**src/include/fec_pkg.sv**
```systemverilog
// Shared constants and carrier types for the 4B/5B symbol codec
package fec_pkg;
	// ----------------------------------------------------------------
	// Timing
	// ----------------------------------------------------------------
	localparam int CLK_PERIOD_PS = 4000;
	localparam int LINE_BIT_PS = 8000;
	localparam int CLKS_PER_BIT = (LINE_BIT_PS + CLK_PERIOD_PS - 1) / CLK_PERIOD_PS;
	localparam int DIV_W = 2;
	localparam int SYM_BITS = 5;
	localparam logic [2:0] LAST_BIT = 3'h4;
	// ----------------------------------------------------------------
	// Control code-groups
	// ----------------------------------------------------------------
	localparam logic [4:0] SYM_IDLE = 5'h1f;
	localparam logic [4:0] SYM_SSD1 = 5'h18;
	localparam logic [4:0] SYM_SSD2 = 5'h11;
	localparam logic [4:0] SYM_ESD1 = 5'h0d;
	localparam logic [4:0] SYM_ESD2 = 5'h07;
	localparam logic [4:0] SYM_HALT = 5'h04;
	localparam logic [4:0] SYM_LPI = 5'h00;
	// ----------------------------------------------------------------
	// Nibbles that control code-groups stand for
	// ----------------------------------------------------------------
	localparam logic [3:0] NIB_ZERO = 4'h0;
	localparam logic [3:0] NIB_SSD = 4'h5;
	localparam logic [3:0] NIB_LPI = 4'h1;
	// ----------------------------------------------------------------
	// Scrambler: x^11 + x^9 + 1
	// ----------------------------------------------------------------
	localparam int SCR_W = 11;
	localparam int SCR_TAP = 8;
	localparam logic [10:0] SCR_SEED = 11'h7ff;
	// ----------------------------------------------------------------
	// Types
	// ----------------------------------------------------------------
	typedef struct packed {
		logic en;
		logic er;
		logic [3:0] data;
	} fec_nib_t;
	typedef enum logic [2:0] {
		FEC_TX_IDLE = 3'h0,
		FEC_TX_SSD1 = 3'h1,
		FEC_TX_SSD2 = 3'h3,
		FEC_TX_DATA = 3'h2,
		FEC_TX_ESD1 = 3'h6,
		FEC_TX_ESD2 = 3'h7
	} fec_tx_st_t;
	typedef enum logic [1:0] {
		FEC_RX_IDLE = 2'h0,
		FEC_RX_SSD2 = 2'h1,
		FEC_RX_DATA = 2'h3,
		FEC_RX_ESD2 = 2'h2
	} fec_rx_st_t;
endpackage

```
**src/hdl/fec_codec.sv**
```systemverilog
// 4B/5B code-group encoder, scrambler, NRZI and MLT-3 stages, and decoder
`timescale 1ns/100ps

module fec_codec (
	// Clock and reset
	input wire logic clk,
	input wire logic reset_n,
	// Transmit nibbles from the MAC
	input wire logic tx_valid,
	input wire fec_pkg::fec_nib_t tx_nib,
	output logic tx_ready,
	// Configuration
	input wire logic scr_bypass,
	// Transmit line side
	output logic line_bit_strobe,
	output logic line_pos,
	output logic line_neg,
	// Receive code-groups from the line side
	input wire logic rx_sym_valid,
	input wire logic [4:0] rx_sym,
	// Receive nibbles to the MAC
	output logic rx_strobe,
	output logic rx_dv,
	output logic rx_er,
	output logic [3:0] rxd
);
	import fec_pkg::*;

	// ----------------------------------------------------------------
	// Code tables
	// ----------------------------------------------------------------
	function automatic logic [4:0] enc5(input logic [3:0] n);
		logic [4:0] c;
		c = SYM_HALT;
		unique case (n)
			4'h0: c = 5'h1e;
			4'h1: c = 5'h09;
			4'h2: c = 5'h14;
			4'h3: c = 5'h15;
			4'h4: c = 5'h0a;
			4'h5: c = 5'h0b;
			4'h6: c = 5'h0e;
			4'h7: c = 5'h0f;
			4'h8: c = 5'h12;
			4'h9: c = 5'h13;
			4'ha: c = 5'h16;
			4'hb: c = 5'h17;
			4'hc: c = 5'h1a;
			4'hd: c = 5'h1b;
			4'he: c = 5'h1c;
			4'hf: c = 5'h1d;
		endcase
		return c;
	endfunction

	// Returns {is_data, nibble}; anything not a data code gives is_data 0
	function automatic logic [4:0] dec5(input logic [4:0] c);
		logic [4:0] r;
		r = {1'b0, NIB_ZERO};
		for (int i = 0; i < 16; i++) begin
			if (enc5(4'(i)) == c) begin
				r = {1'b1, 4'(i)};
			end
		end
		return r;
	endfunction

	// ----------------------------------------------------------------
	// Two-entry buffer between MAC and encoder
	// ----------------------------------------------------------------
	fec_nib_t buf_mem [2];
	logic buf_wr, buf_rd;
	logic [1:0] buf_cnt;
	wire logic buf_push = tx_valid && tx_ready;
	wire logic buf_valid = buf_cnt != 2'h0;
	wire fec_nib_t buf_head = buf_mem[buf_rd];
	logic buf_pop;
	// Ready drops when full, so the MAC waits instead of losing a nibble
	assign tx_ready = buf_cnt != 2'h2;

	// Buffer pointers and count
	always_ff @(posedge clk or negedge reset_n) begin
		if (!reset_n) begin
			buf_wr <= 1'b0;
			buf_rd <= 1'b0;
			buf_cnt <= 2'h0;
		end else begin
			buf_wr <= buf_wr ^ buf_push;
			buf_rd <= buf_rd ^ buf_pop;
			buf_cnt <= buf_cnt + {1'b0, buf_push} - {1'b0, buf_pop};
		end
	end

	// Buffer storage
	always_ff @(posedge clk) begin
		if (buf_push) begin
			buf_mem[buf_wr] <= tx_nib;
		end
	end

	// ----------------------------------------------------------------
	// Bit timing: one line bit every CLKS_PER_BIT clocks
	// ----------------------------------------------------------------
	localparam logic [DIV_W-1:0] DIV_LAST = DIV_W'(CLKS_PER_BIT - 1);
	logic [DIV_W-1:0] div_cnt;
	logic [2:0] bit_cnt;
	wire logic bit_tick = div_cnt == DIV_LAST;
	wire logic sym_load = bit_tick && (bit_cnt == LAST_BIT);
	always_ff @(posedge clk or negedge reset_n) begin
		if (!reset_n) begin
			div_cnt <= '0;
			bit_cnt <= LAST_BIT;
		end else begin
			div_cnt <= bit_tick ? '0 : div_cnt + DIV_W'(1);
			if (bit_tick) begin
				bit_cnt <= (bit_cnt == LAST_BIT) ? 3'h0 : bit_cnt + 3'h1;
			end
		end
	end

	// ----------------------------------------------------------------
	// Transmit code-group encoder and injection
	// ----------------------------------------------------------------
	fec_tx_st_t tx_st, next_tx_st;
	logic [4:0] next_sym;
	wire logic head_en = buf_valid && buf_head.en;
	wire logic head_lpi = buf_valid && !buf_head.en && buf_head.er &&
		(buf_head.data == NIB_LPI);
	// Frame sequencing, one decision per symbol period
	always_comb begin
		next_tx_st = tx_st;
		next_sym = SYM_IDLE;
		buf_pop = 1'b0;
		unique case (tx_st)
			FEC_TX_IDLE, FEC_TX_ESD2: begin
				buf_pop = buf_valid;
				next_tx_st = FEC_TX_IDLE;
				if (head_en) begin
					next_sym = SYM_SSD1;
					next_tx_st = FEC_TX_SSD1;
				end else if (head_lpi) begin
					next_sym = SYM_LPI;
				end else begin
					next_sym = SYM_IDLE;
				end
			end
			FEC_TX_SSD1: begin
				buf_pop = head_en;
				next_sym = SYM_SSD2;
				next_tx_st = FEC_TX_SSD2;
			end
			FEC_TX_SSD2, FEC_TX_DATA: begin
				if (head_en) begin
					// Data mapping; halt when MAC flags error
					buf_pop = 1'b1;
					next_sym = buf_head.er ? SYM_HALT : enc5(buf_head.data);
					next_tx_st = FEC_TX_DATA;
				end else begin
					// Enable dropped or underrun: first end delimiter
					next_sym = SYM_ESD1;
					next_tx_st = FEC_TX_ESD1;
				end
			end
			FEC_TX_ESD1: begin
				next_sym = SYM_ESD2;
				next_tx_st = FEC_TX_ESD2;
			end
			default: next_tx_st = FEC_TX_IDLE;
		endcase
		if (!sym_load) begin
			next_tx_st = tx_st;
			buf_pop = 1'b0;
		end
	end

	// ----------------------------------------------------------------
	// Serializer, scrambler, NRZI and MLT-3
	// ----------------------------------------------------------------
	logic [4:0] shift;
	logic [SCR_W-1:0] scr;
	logic nrzi;
	logic [1:0] mlt_phase;
	wire logic nrz_bit = shift[4];
	wire logic scr_fb = scr[SCR_W-1] ^ scr[SCR_TAP];
	// LFSR output XORed onto serial data; bypass skips it
	wire logic scr_bit = scr_bypass ? nrz_bit : (nrz_bit ^ scr_fb);
	// NRZI toggles on a one, feeding the three-level stage
	wire logic next_nrzi = nrzi ^ scr_bit;
	wire logic [1:0] next_mlt_phase = mlt_phase + {1'b0, next_nrzi ^ nrzi};

	// Encoder state and serial shift, MSB of the code-group first
	always_ff @(posedge clk or negedge reset_n) begin
		if (!reset_n) begin
			tx_st <= FEC_TX_IDLE;
			shift <= SYM_IDLE;
		end else begin
			tx_st <= next_tx_st;
			if (sym_load) begin
				shift <= next_sym;
			end else if (bit_tick) begin
				shift <= {shift[3:0], 1'b0};
			end
		end
	end

	// Line bit stages, updated once per line bit
	always_ff @(posedge clk or negedge reset_n) begin
		if (!reset_n) begin
			scr <= SCR_SEED;
			nrzi <= 1'b0;
			mlt_phase <= 2'h0;
			line_pos <= 1'b0;
			line_neg <= 1'b0;
			line_bit_strobe <= 1'b0;
		end else begin
			line_bit_strobe <= bit_tick;
			if (bit_tick) begin
				scr <= {scr[SCR_W-2:0], scr_fb};
				nrzi <= next_nrzi;
				mlt_phase <= next_mlt_phase;
				// Phase 1 is +1, phase 3 is -1, even phases are zero
				line_pos <= next_mlt_phase == 2'h1;
				line_neg <= next_mlt_phase == 2'h3;
			end
		end
	end

	// ----------------------------------------------------------------
	// Receive decoder and framing check
	// ----------------------------------------------------------------
	fec_rx_st_t rx_st, next_rx_st;
	logic next_dv, next_er;
	logic [3:0] next_rxd;
	wire logic [4:0] rx_dec = dec5(rx_sym);
	wire logic rx_is_data = rx_dec[4];
	// Receive framing, one decision per code-group
	always_comb begin
		next_rx_st = rx_st;
		next_dv = 1'b0;
		next_er = 1'b0;
		next_rxd = NIB_ZERO;
		unique case (rx_st)
			FEC_RX_IDLE: begin
				if (rx_sym == SYM_SSD1) begin
					next_rx_st = FEC_RX_SSD2;
				end else if (rx_sym == SYM_LPI) begin
					// Low-power idle reported with error, no valid
					next_er = 1'b1;
					next_rxd = NIB_LPI;
				end else if (rx_sym != SYM_IDLE) begin
					next_er = 1'b1;
				end
			end
			FEC_RX_SSD2: begin
				if (rx_sym == SYM_SSD2) begin
					// K completes the start, shown as preamble
					next_dv = 1'b1;
					next_rxd = NIB_SSD;
					next_rx_st = FEC_RX_DATA;
				end else begin
					next_er = 1'b1;
					next_rx_st = FEC_RX_IDLE;
				end
			end
			FEC_RX_DATA: begin
				next_dv = 1'b1;
				if (rx_is_data) begin
					next_rxd = rx_dec[3:0];
				end else if (rx_sym == SYM_ESD1) begin
					next_dv = 1'b0;
					next_rx_st = FEC_RX_ESD2;
				end else if (rx_sym == SYM_IDLE) begin
					// Idle inside a frame ends it with error
					next_er = 1'b1;
					next_rx_st = FEC_RX_IDLE;
				end else begin
					// Halt; invalid or control inside data
					next_er = 1'b1;
				end
			end
			FEC_RX_ESD2: begin
				// R closes the frame; anything else is an error
				next_er = rx_sym != SYM_ESD2;
				next_rx_st = FEC_RX_IDLE;
			end
		endcase
	end

	// Receive outputs registered; rx_strobe follows rx_sym_valid every clock, dv, er and rxd update only on a code-group
	always_ff @(posedge clk or negedge reset_n) begin
		if (!reset_n) begin
			rx_st <= FEC_RX_IDLE;
			rx_strobe <= 1'b0;
			rx_dv <= 1'b0;
			rx_er <= 1'b0;
			rxd <= NIB_ZERO;
		end else begin
			rx_strobe <= rx_sym_valid;
			if (rx_sym_valid) begin
				rx_st <= next_rx_st;
				rx_dv <= next_dv;
				rx_er <= next_er;
				rxd <= next_rxd;
			end
		end
	end
endmodule

```
**config.mk**
```make
export PLATFORM = sky130hd
export DESIGN_NAME = fec_codec
export DESIGN_NICKNAME = d
export VERILOG_FILES = /design/src/include/fec_pkg.sv /design/src/hdl/fec_codec.sv
export SDC_FILE = /design/constraint.sdc
export NUM_CORES = 1
export LEC_CHECK = 0
export BUFFER_PORTS_ARGS = -buffer_cell sky130_fd_sc_hd__buf_2
export CORE_ASPECT_RATIO = 0.9
export CORE_MARGIN = 4
export CORE_UTILIZATION = 63
export DETAILED_ROUTE_END_ITERATION = 8
export PLACE_DENSITY = 0.9
export SYNTH_ARGS = -nofsm -noshare
export SYNTH_HDL_FRONTEND = slang
export SYNTH_SLANG_ARGS = --single-unit
```
**constraint.sdc**
```tcl
create_clock -name clk -period 4.92 [get_ports clk]
set_input_delay 0.246 -clock clk [delete_from_list [all_inputs] [get_ports clk]]
set_output_delay 0.246 -clock clk [all_outputs]
set_load 0.03 [all_outputs]
```
==> summary.txt, run 1 <==
STA
  • Fin Setup TNS: 0 ps
  • Worst clock skew: 8.459 ps
  • Final setup violation count: 0
  • Slew HR: between 30 and 40%
  • F_max: 412.7 MHz
  • RSZ-0062 raised after global routing: false
  • Worst slew pin tran: 905.8 ps
  • Final worst path period need: between 2000 and 2500 ps
  • Final Max Tran Viols: 0
  • Worst hold margin: 53.59 ps
  • Final worst-path cycle share: 49.25%
  • Final Hold Viols: 0

Logic synthesis
  • Post-synth cell types: 57
  • Synthesis-stage register bit count: 54
  • Post-synth top area share: 21.79%
  • Syn. warnings: 0
  • Register area share after synthesis: 49.89%
  • Synth area leaders: dfrtp_1, dfstp_2, edfxtp_1
  • Avg Inst Size Synth: 9.508 µm²
  • EDFF count, synth: 12
  • Post-Syn Instances: ~300
  • Synth async-reset ratio: 77.78%
  • Largest area contributor in the netlist: dfrtp_1
  • Syn_nets: around 330
  • Post-synth top flop: dfrtp_1
  • Netlist Area Pre-Place: about 2900 µm²

Critical path
  • Worst reg2reg endpoint: buf_cnt[1]$_DFF_PN0_
  • CP Max Fanout: 8
  • Worst setup SP type: register
  • CP Class: reg2reg
  • Endpoint class of the critical path: register
  • Worst r2r src: bit_cnt[0]$_DFFE_PN0P_
  • Critical path depth: 10
  • R2R cell count: 10
  • Cell-by-cell trace of the critical path: inv_1 > ha_1 > and4b_1 > o21ai_0 > a21oi_1 > ha_1 > inv_1 > ha_1 > xnor2_1 > xnor2_1
  • R2r setup slk: 2500 ps
  • Critical Path Start: bit_cnt[0]$_DFFE_PN0P_
  • WP data arrival: 2670 ps
  • Slowest CP cell: dfrtp_1
  • Crit path buffers/inverters: 2
  • Worst path most repeated cell: ha_1
  • Slowest Stage Delay on Critical Path: 420 ps
  • Crit-path leading delay family: adder cells
  • CP required: 5170 ps

Drt
  • Detailed Routing Iterations Pass 1: 4
  • Drt wl/cell: 15.24 µm
  • Vias per inst: 6.000
  • Initial detailed-routing violation count: between 200 and 250
  • Residual DRC: 0
  • ANT nets after route: 0
  • Detailed Route WL: around 5.8 mm
  • Vias post-DR: 2280

Die
  • Initial Util: 64.79%
  • I/O Pins: 27
  • Die ar.: 5704 µm²
  • Chip Width: 79.17 µm
  • Core Area: 4432 µm²
  • Number of core rows: 23
  • Die H: 72.05 µm

Clocking
  • Post-CTS sizing: 0
  • Root Buffer Master: clkbuf_8
  • CTS tree: done
  • Clk sink count: 54
  • Num CTS Buffers: 5
  • Hold-fix buffers at CTS: 0
  • Clock latency on the worst-skew pair: 320 ps
  • Clk buf depth: 2
  • Post-CTS Setup Bufs: 0
  • H-tree Lvls: 2
  • Worst-path clk slew: 100 ps

Place
  • Placed cells: 372
  • Gpl congestion: 0.8711
  • Placed inst area: 3003 µm²
  • HPWL Detailed: 4.062 mm
  • PortBufs: 26

Final layout
  • Fin nets: 340
  • Inserted Diodes: 0
  • Fin cells: 380
  • Layout cell share with drive strength beyond 1: between 10% and 20%
  • P&R area growth vs syn: 7.669%
  • Finished Cell Area: 3092 µm²

Power and ir drop
  • Switching Power: approximately 530 µW
  • Internal Power: ~860 µW
  • Leak pwr: 0.001325 µW
  • Power Dens Cells: ~450 nW/µm²
  • Peak supply drop: approximately 350 µV
  • Sw Ratio: 38.24%
  • Clock power frac: 18.0%
  • Combinational share of power: 34.5%
  • Final Power: around 1400 µW
  • Reg power frac: a little under half

Job
  • Max_cap viols: 0

Global route
  • Largest net degree at the start of global routing: 43
  • First-pass GRT wire length: between 10 and 15 mm
  • Vias in the first global route: roughly 2200
  • Global route overflow: 0
  • Initial antenna violation count: 0
  • All-Layer GR Usage: 22.62%

Status
  • Outcome: complete, no violations

Hold path
  • Worst min path class: in2async
cell families after synthesis:
| logic type | count (synthesis) | share of synthesized area [%] |
|---|---|---|
| buffers and inverters | 33 | 4.618 |
| AND/OR/NAND/NOR | 124 | 21.26 |
| multiplexers | 4 | 1.612 |
| adder cells (fa/ha/maj) | 7 | 3.050 |
| flip-flops | 54 | 49.89 |
| XOR/XNOR | 10 | 3.050 |
| AO/OA/AOI/OAI | 70 | 16.52 |
routing by layer:
metal | track usage (%) | wire length [µm]
met2 | 35.42 | 2737
met3 | 5.459 | 379
met1 | 31.09 | 2553
met5 | 0 | 0
met4 | 8.015 | 121
stage by stage:
step                      setup WS, ps  utilization (%)
final                             2497            69.76
after global routing              2221            69.76
after CTS                         2507            69.76
after detailed placement          2546            67.76
after global placement            2718            67.76
after floorplan                   2796                -
cells in the mapped netlist, drive strengths merged, types with 6 or more instances:
cell    number
nor2        17
ha           7
xnor2        6
nand2       56
a21oi       12
dfstp       17
edfxtp      12
nand3        8
o21ai       16
inv         15
nor2b        6
dfrtp       25
clkbuf      15
worst max-delay path by stage:
stage / to / slack, ps
global placement: shift[2]$_DFFE_PN1P_ / 2720
detailed placement: shift[2]$_DFFE_PN1P_ / 2550
floorplan: buf_cnt[1]$_DFF_PN0_ / 2800
CTS: buf_cnt[1]$_DFF_PN0_ / 2510
global route: buf_cnt[1]$_DFF_PN0_ / 2220
finish: buf_cnt[1]$_DFF_PN0_ / 2500
power groups by stage:
stage / registers [µW] / logic (µW) / clock network [µW]
4_1_cts: 658 / 482 / 257
3_3_place_gp: 659 / 454 / 0
5_1_grt: 676 / 545 / 276
6_report: 662 / 481 / 251
3_5_place_dp: 667 / 477 / 0
2_1_floorplan: 618 / 409 / 0
state kept, by name, summed over array words and instances (netlist names), named ones only:
signal           count
div_cnt              2
line_bit_strobe      1
rx_er                1
tx_st                2
mlt_phase            2
buf_cnt              2
buf_rd               1
buf_wr               1
rx_strobe            1
rx_dv                1
scr                 11
line_pos             1
rxd                  4
bit_cnt              3
shift                5
line_neg             1
rx_st                2
buf_mem             12
placed cells by master, fill, tap and decap left out, drive strengths merged, types with 3 or more instances in the layout:
cell / netlist / layout
edfxtp: 12 / 12
nor4: 3 / 3
nor4bb: 3 / 3
a31oi: 4 / 4
nor4b: 3 / 3
inv: 15 / 16
dfstp: 17 / 17
o22ai: 4 / 4
a21oi: 12 / 12
nor2: 17 / 17
nand2b: 5 / 5
or3: 5 / 5
o311ai: 3 / 3
nand2: 56 / 56
ha: 7 / 7
nor3: 5 / 5
nand3: 8 / 8
a22o: 3 / 3
xnor2: 6 / 6
dfrtp: 25 / 25
o21bai: 3 / 3
o211ai: 4 / 4
o2bb2ai: 3 / 3
clkbuf: 15 / 5
buf: 3 / 26
nor2b: 6 / 6
xor2: 4 / 4
o21ai: 16 / 16
layout make-up:
cell class | count | area (µm²)
sequential | 54 | 1433
fill | 370 | 1340
multi-input combinational | 215 | 1306
timing repair buffer | 26 | 130.1
tap | 62 | 77.57
clock buffer | 5 | 68.82
inverter | 15 | 56.30
clock inverter | 3 | 20.02
worst register-to-register path: stages, from the launching register on:
cell and delay [ps]:
dfrtp_1 420, inv_1 70, ha_1 200, and4b_1 380
o21ai_0 230, a21oi_1 280, ha_1 280, inv_1 60
ha_1 140, xnor2_1 150, xnor2_1 150
No activity file was read; power rests on OpenSTA's default activity.
==> run 2: changes to the inputs <==
Settings changed: CORE_UTILIZATION 63 to 59, PLACE_DENSITY 0.9 to 0.85.
Clock period 4.92 ns to 2.25 ns, I/O delays scaled along.
==> run 2 against run 1 <==
- cell area rose by 4.0%
- hold slack got worse by 3.3 ps
- die area rose by 6.0%
- maximum frequency rose by 19%
- largest cell class unchanged
- largest power group unchanged
- clock skew rose by 1.5 ps
- critical endpoint unchanged
- via count rose by 3.8%
==> summary.txt, run 2 (synthesis results as in run 1) <==
Die
  • Number of core rows: 23 (unchanged)
  • Die ar.: 6049 µm² (+6.0%)
  • Die H: 74.19 µm (+3.0%)
  • I/O Pins: 27 (unchanged)
  • Core Area: 4576 µm² (+3.2%)
  • Chip Width: 81.54 µm (+3.0%)
  • Initial Util: 62.76% (-2.0 points)

STA
  • Final worst-path cycle share: 90.49% (+41 points)
  • Slew HR: 38.41% (-1.2 points)
  • Final Hold Viols: 0 (unchanged)
  • F_max: 491.2 MHz (+19%)
  • Fin Setup TNS: 0 ps (unchanged)
  • Final Max Tran Viols: 0 (unchanged)
  • RSZ-0062 raised after global routing: false
  • Final worst path period need: 2036 ps (-387.2 ps)
  • Worst slew pin tran: 923.9 ps (+18.13 ps)
  • Final setup violation count: 0 (unchanged)
  • Worst clock skew: 10.00 ps (+1.542 ps)

Critical path
  • CP Max Fanout: 4 (-4)
  • Endpoint class of the critical path: register
  • R2r setup slk: 210 ps (-2280 ps)
  • Worst setup SP type: register
  • CP Class: reg2reg
  • CP required: 2490 ps (-2680 ps)
  • WP data arrival: 2270 ps (-400 ps)

Drt
  • Detailed Route WL: 5.833 mm (+0.71%)
  • Drt wl/cell: 14.92 µm (-2.1%)
  • Detailed Routing Iterations Pass 1: 5 (+1)
  • Vias per inst: 6.051 (+0.85%)
  • ANT nets after route: 0 (unchanged)
  • Vias post-DR: 2366 (+3.8%)
  • Residual DRC: 0 (unchanged)
  • Initial detailed-routing violation count: 228 (unchanged)

Clocking
  • Clock latency on the worst-skew pair: 310 ps (about the same)
  • H-tree Lvls: 2 (unchanged)
  • Root Buffer Master: clkbuf_8
  • Post-CTS Setup Bufs: 0 (unchanged)
  • Worst-path clk slew: 100 ps (about the same)
  • Clk sink count: 54 (unchanged)
  • Num CTS Buffers: 5 (unchanged)
  • Clk buf depth: 2 (unchanged)
  • CTS tree: done

Power and ir drop
  • Power Dens Cells: 985.6 nW/µm² (+120%)
  • Peak supply drop: 881.8 µV (+150%)
  • Leak pwr: 0.001381 µW (+4.2%)

Place
  • PortBufs: 26 (unchanged)
  • Gpl congestion: 0.8961 (+2.9%)
  • HPWL Detailed: 3.997 mm (-1.6%)
  • Placed inst area: 3033 µm² (+1.0%)

Final layout
  • FF/Latch Area: 1433 µm² (unchanged)
  • Layout cell share with drive strength beyond 1: 18.24% (+0.63 points)
  • Inserted Diodes: 0 (unchanged)
  • P&R area growth vs syn: 12.03%
  • Fillers: 341 (-7.8%)
  • Fin nets: 351 (+3.2%)
  • Multi-input gate area: 1310 µm² (+0.29%)
  • Max reg flops: 12 (unchanged)
  • Finished Cell Area: 3217 µm² (+4.0%)
  • Largest regs: buf_mem x12, scr x11, shift x5
  • Reg with most FFs: buf_mem
  • Commonest non-fill, non-tap cells in the layout: nand2_1, buf_2, dfrtp_1
  • Commonest non-fill, non-tap cell in the layout: nand2_1

Global route
  • All-Layer GR Usage: 20.99% (-1.6 points)
  • Global route overflow: 0 (unchanged)
  • First-pass GRT wire length: 9.756 mm (-4.5%)
  • Vias in the first global route: 2092 (-4.3%)
  • Largest net degree at the start of global routing: 43 (unchanged)
  • Initial antenna violation count: 0 (unchanged)

Job
  • Max_cap viols: 0 (unchanged)

Hold path
  • Worst min path class: in2reg

Status
  • Outcome: complete, no violations
## run 2: critical path: stages, from the launching register on
cell,delay (ps)
dfrtp_1,390
inv_1,60
ha_1,240
and4b_1,220
o21ai_1,160
a21oi_2,80
ha_1,290
inv_1,40
ha_1,180
xnor2_1,180
xnor2_1,130
## run 2: worst paths after layout
kind	endpoint	cells past startpoint	startpoint
worst max-delay path	buf_cnt[1]$_DFF_PN0_	10	bit_cnt[0]$_DFFE_PN0P_
worst min-delay path	rx_strobe$_DFF_PN0_	1	rx_sym_valid
worst max register to register	buf_cnt[1]$_DFF_PN0_	10	bit_cnt[0]$_DFFE_PN0P_
worst min register to register	scr[5]$_DFFE_PN1P_	2	scr[4]$_DFFE_PN1P_
max in group asynchronous	buf_cnt[0]$_DFF_PN0_	2	reset_n
min in group asynchronous	tx_st[0]$_DFFE_PN0P_	2	reset_n
## run 2: report_power, final
part	internal [µW]	switching [µW]	total, µW
sequential	1200	218	1420
clock	345	303	648
combinational	488	616	1100
## run 2: metrics by stage
stage	worst slack, ps	hold slack, ps	util (%)	power (µW)	instances
floorplan	125.6	-183.1	-	2246	302
global placement	281.9	287.2	66.28	2440	376
detailed placement	137.6	297.7	66.28	2496	376
CTS	101.3	0.5333	70.00	3154	390
global route	52.76	49.29	70.30	3392	391
finish	214.1	50.25	70.30	3171	391
## run 2: layer usage
| layer | track usage, % | vias up | routed length, µm |
|---|---|---|---|
| met5 | 0 | - | 0 |
| met4 | 7.692 | 0 | 128 |
| met3 | 4.116 | 17 | 374 |
| met2 | 31.65 | 105 | 2595 |
| met1 | 30.20 | 1111 | 2734 |
| li1 | - | 1133 | - |
## run 2: final cells by class
type                       count  area share (%)
sequential                    54           44.54
inverter                      15           1.750
tap                           62           2.412
clock inverter                 1          0.9335
clock buffer                   7           2.489
multi-input combinational    215           40.72
timing repair buffer          37           7.157
## run 2: what timing repair did
item                                    4_1_cts  5_1_grt
endpoints found under the setup margin        0        1
hold buffers                                  6        1
resized for setup                             0        2
endpoints found under the hold margin        35        2
==> run 3: changes to the inputs <==
Settings changed: CORE_UTILIZATION 59 to 25, PLACE_DENSITY 0.85 to 0.46, SLEW_MARGIN set to 20.
==> run 3 against run 2 <==
- via count decreased by 4.3%
- clock power rose by 35%
- cell area is 5.4% higher
- wire length grew 7.7%
- register-to-register slack hardly changed
- maximum frequency shrank 0.29%
- combinational power about the same
- die area increased by 120%
- global-route usage decreased by 11 points
- flip-flop and latch count unchanged
- non-clock buffer count is 1 higher
- sequential power hardly changed
- largest cell class unchanged
==> summary.txt, run 3 (synthesis results as in run 1) <==
Status
  • Outcome: complete, no violations

STA
  • Final setup violation count: 0 (unchanged)
  • Worst clock skew: 5.989 ps (-4.012 ps)
  • Final worst path period need: 2042 ps (+5.851 ps)
  • Final Max Tran Viols: 0 (unchanged)
  • Final setup margin: 208.2 ps (-5.851 ps)
  • Fin Setup TNS: 0 ps (unchanged)
  • RSZ-0062 raised after global routing: false
  • F_max: 489.8 MHz (-0.29%)
  • Final worst-path cycle share: 90.75% (+0.26 points)
  • Worst slew pin tran: 585.9 ps (-338.0 ps)
  • Slew HR: 60.94% (+23 points)
  • Final Hold Viols: 0 (unchanged)

Critical path
  • Worst setup SP type: register
  • Endpoint class of the critical path: register
  • Critical Path Start: bit_cnt[0]$_DFFE_PN0P_
  • WP data arrival: 2260 ps (about the same)
  • CP Max Fanout: 4 (unchanged)
  • R2r setup slk: 210 ps (about the same)
  • CP required: 2470 ps (-20 ps)
  • CP Class: reg2reg
  • Worst r2r src: bit_cnt[0]$_DFFE_PN0P_

Place
  • PortBufs: 26 (unchanged)
  • Gpl congestion: 0.8309 (-7.3%)
  • Setup slack at placement: 139.4 ps (+1.754 ps)
  • HPWL Detailed: 4.338 mm (+8.5%)

Die
  • Number of core rows: 36 (+57%)
  • Die H: 109.7 µm (+48%)
  • Core Area: 11040 µm² (+140%)
  • Initial Util: 26.02% (-37 points)
  • I/O Pins: 27 (unchanged)
  • Chip Width: 121.0 µm (+48%)
  • Die ar.: 13270 µm² (+120%)

Clocking
  • Worst-path clk slew: 70 ps (-30 ps)
  • CTS tree: done
  • Clk sink count: 54 (unchanged)
  • Num CTS Buffers: 5 (unchanged)
  • Clock latency on the worst-skew pair: 290 ps (-20 ps)
  • Root Buffer Master: clkbuf_16
  • Clk buf depth: 2 (unchanged)
  • H-tree Lvls: 2 (unchanged)

Drt
  • Detailed Route WL: 6.280 mm (+7.7%)
  • Initial detailed-routing violation count: 264 (+16%)
  • Vias per inst: 4.699 (-22%)
  • ANT nets after route: 0 (unchanged)
  • Detailed Routing Iterations Pass 1: 4 (-1)
  • Residual DRC: 0 (unchanged)
  • Vias post-DR: 2265 (-4.3%)
  • Drt wl/cell: 13.03 µm (-13%)

Hold path
  • Worst min path class: in2reg
  • Min-Delay Startpoint: tx_nib[4]

Final layout
  • P&R area growth vs syn: 18.04%
  • Max reg flops: 12 (unchanged)
  • Commonest non-fill, non-tap cell in the layout: nand2_1
  • Layout cell share with drive strength beyond 1: 19.09% (+0.85 points)
  • Reg with most FFs: buf_mem
  • Inserted Diodes: 0 (unchanged)
  • Fin nets: 352 (+0.28%)
  • Largest regs: buf_mem x12, scr x11, shift x5
  • Commonest non-fill, non-tap cells in the layout: nand2_1, buf_2, dfrtp_1

Global route
  • All-Layer GR Usage: 9.954% (-11 points)
  • Largest net degree at the start of global routing: 25 (-42%)
  • Vias in the first global route: 2076 (-0.76%)
  • Initial antenna violation count: 0 (unchanged)
  • Global route overflow: 0 (unchanged)
  • First-pass GRT wire length: 10.56 mm (+8.3%)

Job
  • Max_cap viols: 0 (unchanged)

Power and ir drop
  • Final Power: 3381 µW (+6.6%)
  • Leak pwr: 0.001414 µW (+2.4%)
  • Power Dens Cells: 997.5 nW/µm² (+1.2%)
  • Peak supply drop: 400.5 µV (-55%)
-- run 3: cell count changes in the layout (fill, tap and decap cells not counted) --
cell           previous run  this run
clkbuf_8                  5         0
buf_4                     4         6
dlygate4sd3_1             7         6
clkbuf_16                 0         5
clkbuf_4                  1         0
clkinv_2                  0         2
o21ai_0                  15        16
clkbuf_1                  1         0
o21ai_1                   1         0
-- run 3: cell type report --
cell class / count / area [µm²]
timing repair buffer: 38 / 235.2
sequential: 54 / 1433
clock buffer: 5 / 125.1
clock inverter: 3 / 40.04
fill: 1163 / 7646
multi-input combinational: 215 / 1310
tap: 152 / 190.2
inverter: 15 / 56.30
-- run 3: final timing paths --
path,cells after the start,end
max in group asynchronous,3,scr[10]$_DFFE_PN1P_
setup reg to reg,10,buf_cnt[1]$_DFF_PN0_
hold reg to reg,2,scr[5]$_DFFE_PN1P_
min in group asynchronous,2,mlt_phase[1]$_DFFE_PN0P_
setup / recovery,10,buf_cnt[1]$_DFF_PN0_
hold / removal,1,buf_mem[0][4]$_DFFE_PP_
-- run 3: worst max-delay path, stage by stage, from the launching register on --
cell,delay [ps]
dfrtp_1,400
inv_1,70
ha_1,210
and4b_1,240
o21ai_0,160
a21oi_2,190
ha_1,250
inv_1,60
ha_1,140
xnor2_1,130
xnor2_1,130
-- run 3: per-stage QoR --
stage	hold slack (ps)	area [µm²]	util, %	instances
6_report	14.43	3390	30.71	482
5_1_grt	5.195	3390	30.71	482
3_5_place_dp	154.3	3161	28.64	468
2_1_floorplan	-183.1	2872	-	302
4_1_cts	3.153	3366	30.50	480
3_3_place_gp	156.8	3161	28.64	468
-- run 3: per-layer routing --
| layer | GRT usage [%] | share of wire, % |
|---|---|---|
| met5 | 0 | 0 |
| met4 | 3.883 | 1.3 |
| met3 | 2.006 | 3.0 |
| met2 | 14.28 | 44 |
| met1 | 14.62 | 52 |
-- run 3: power by group --
group | total [µW] | switching [µW] | internal [µW]
Sequential | 1400 | 199 | 1200
Clock | 876 | 354 | 522
Combinational | 1100 | 619 | 486
Total | 3380 | 1170 | 2210
-- run 3: what timing repair did --
action / 4_1_cts / 5_1_grt
hold endpoints to repair: 19 / 4
hold buffers: 4 / 2
endpoints found under the setup margin: 0 / 1
setup buffers: 0 / 0
resized for setup: 0 / 1
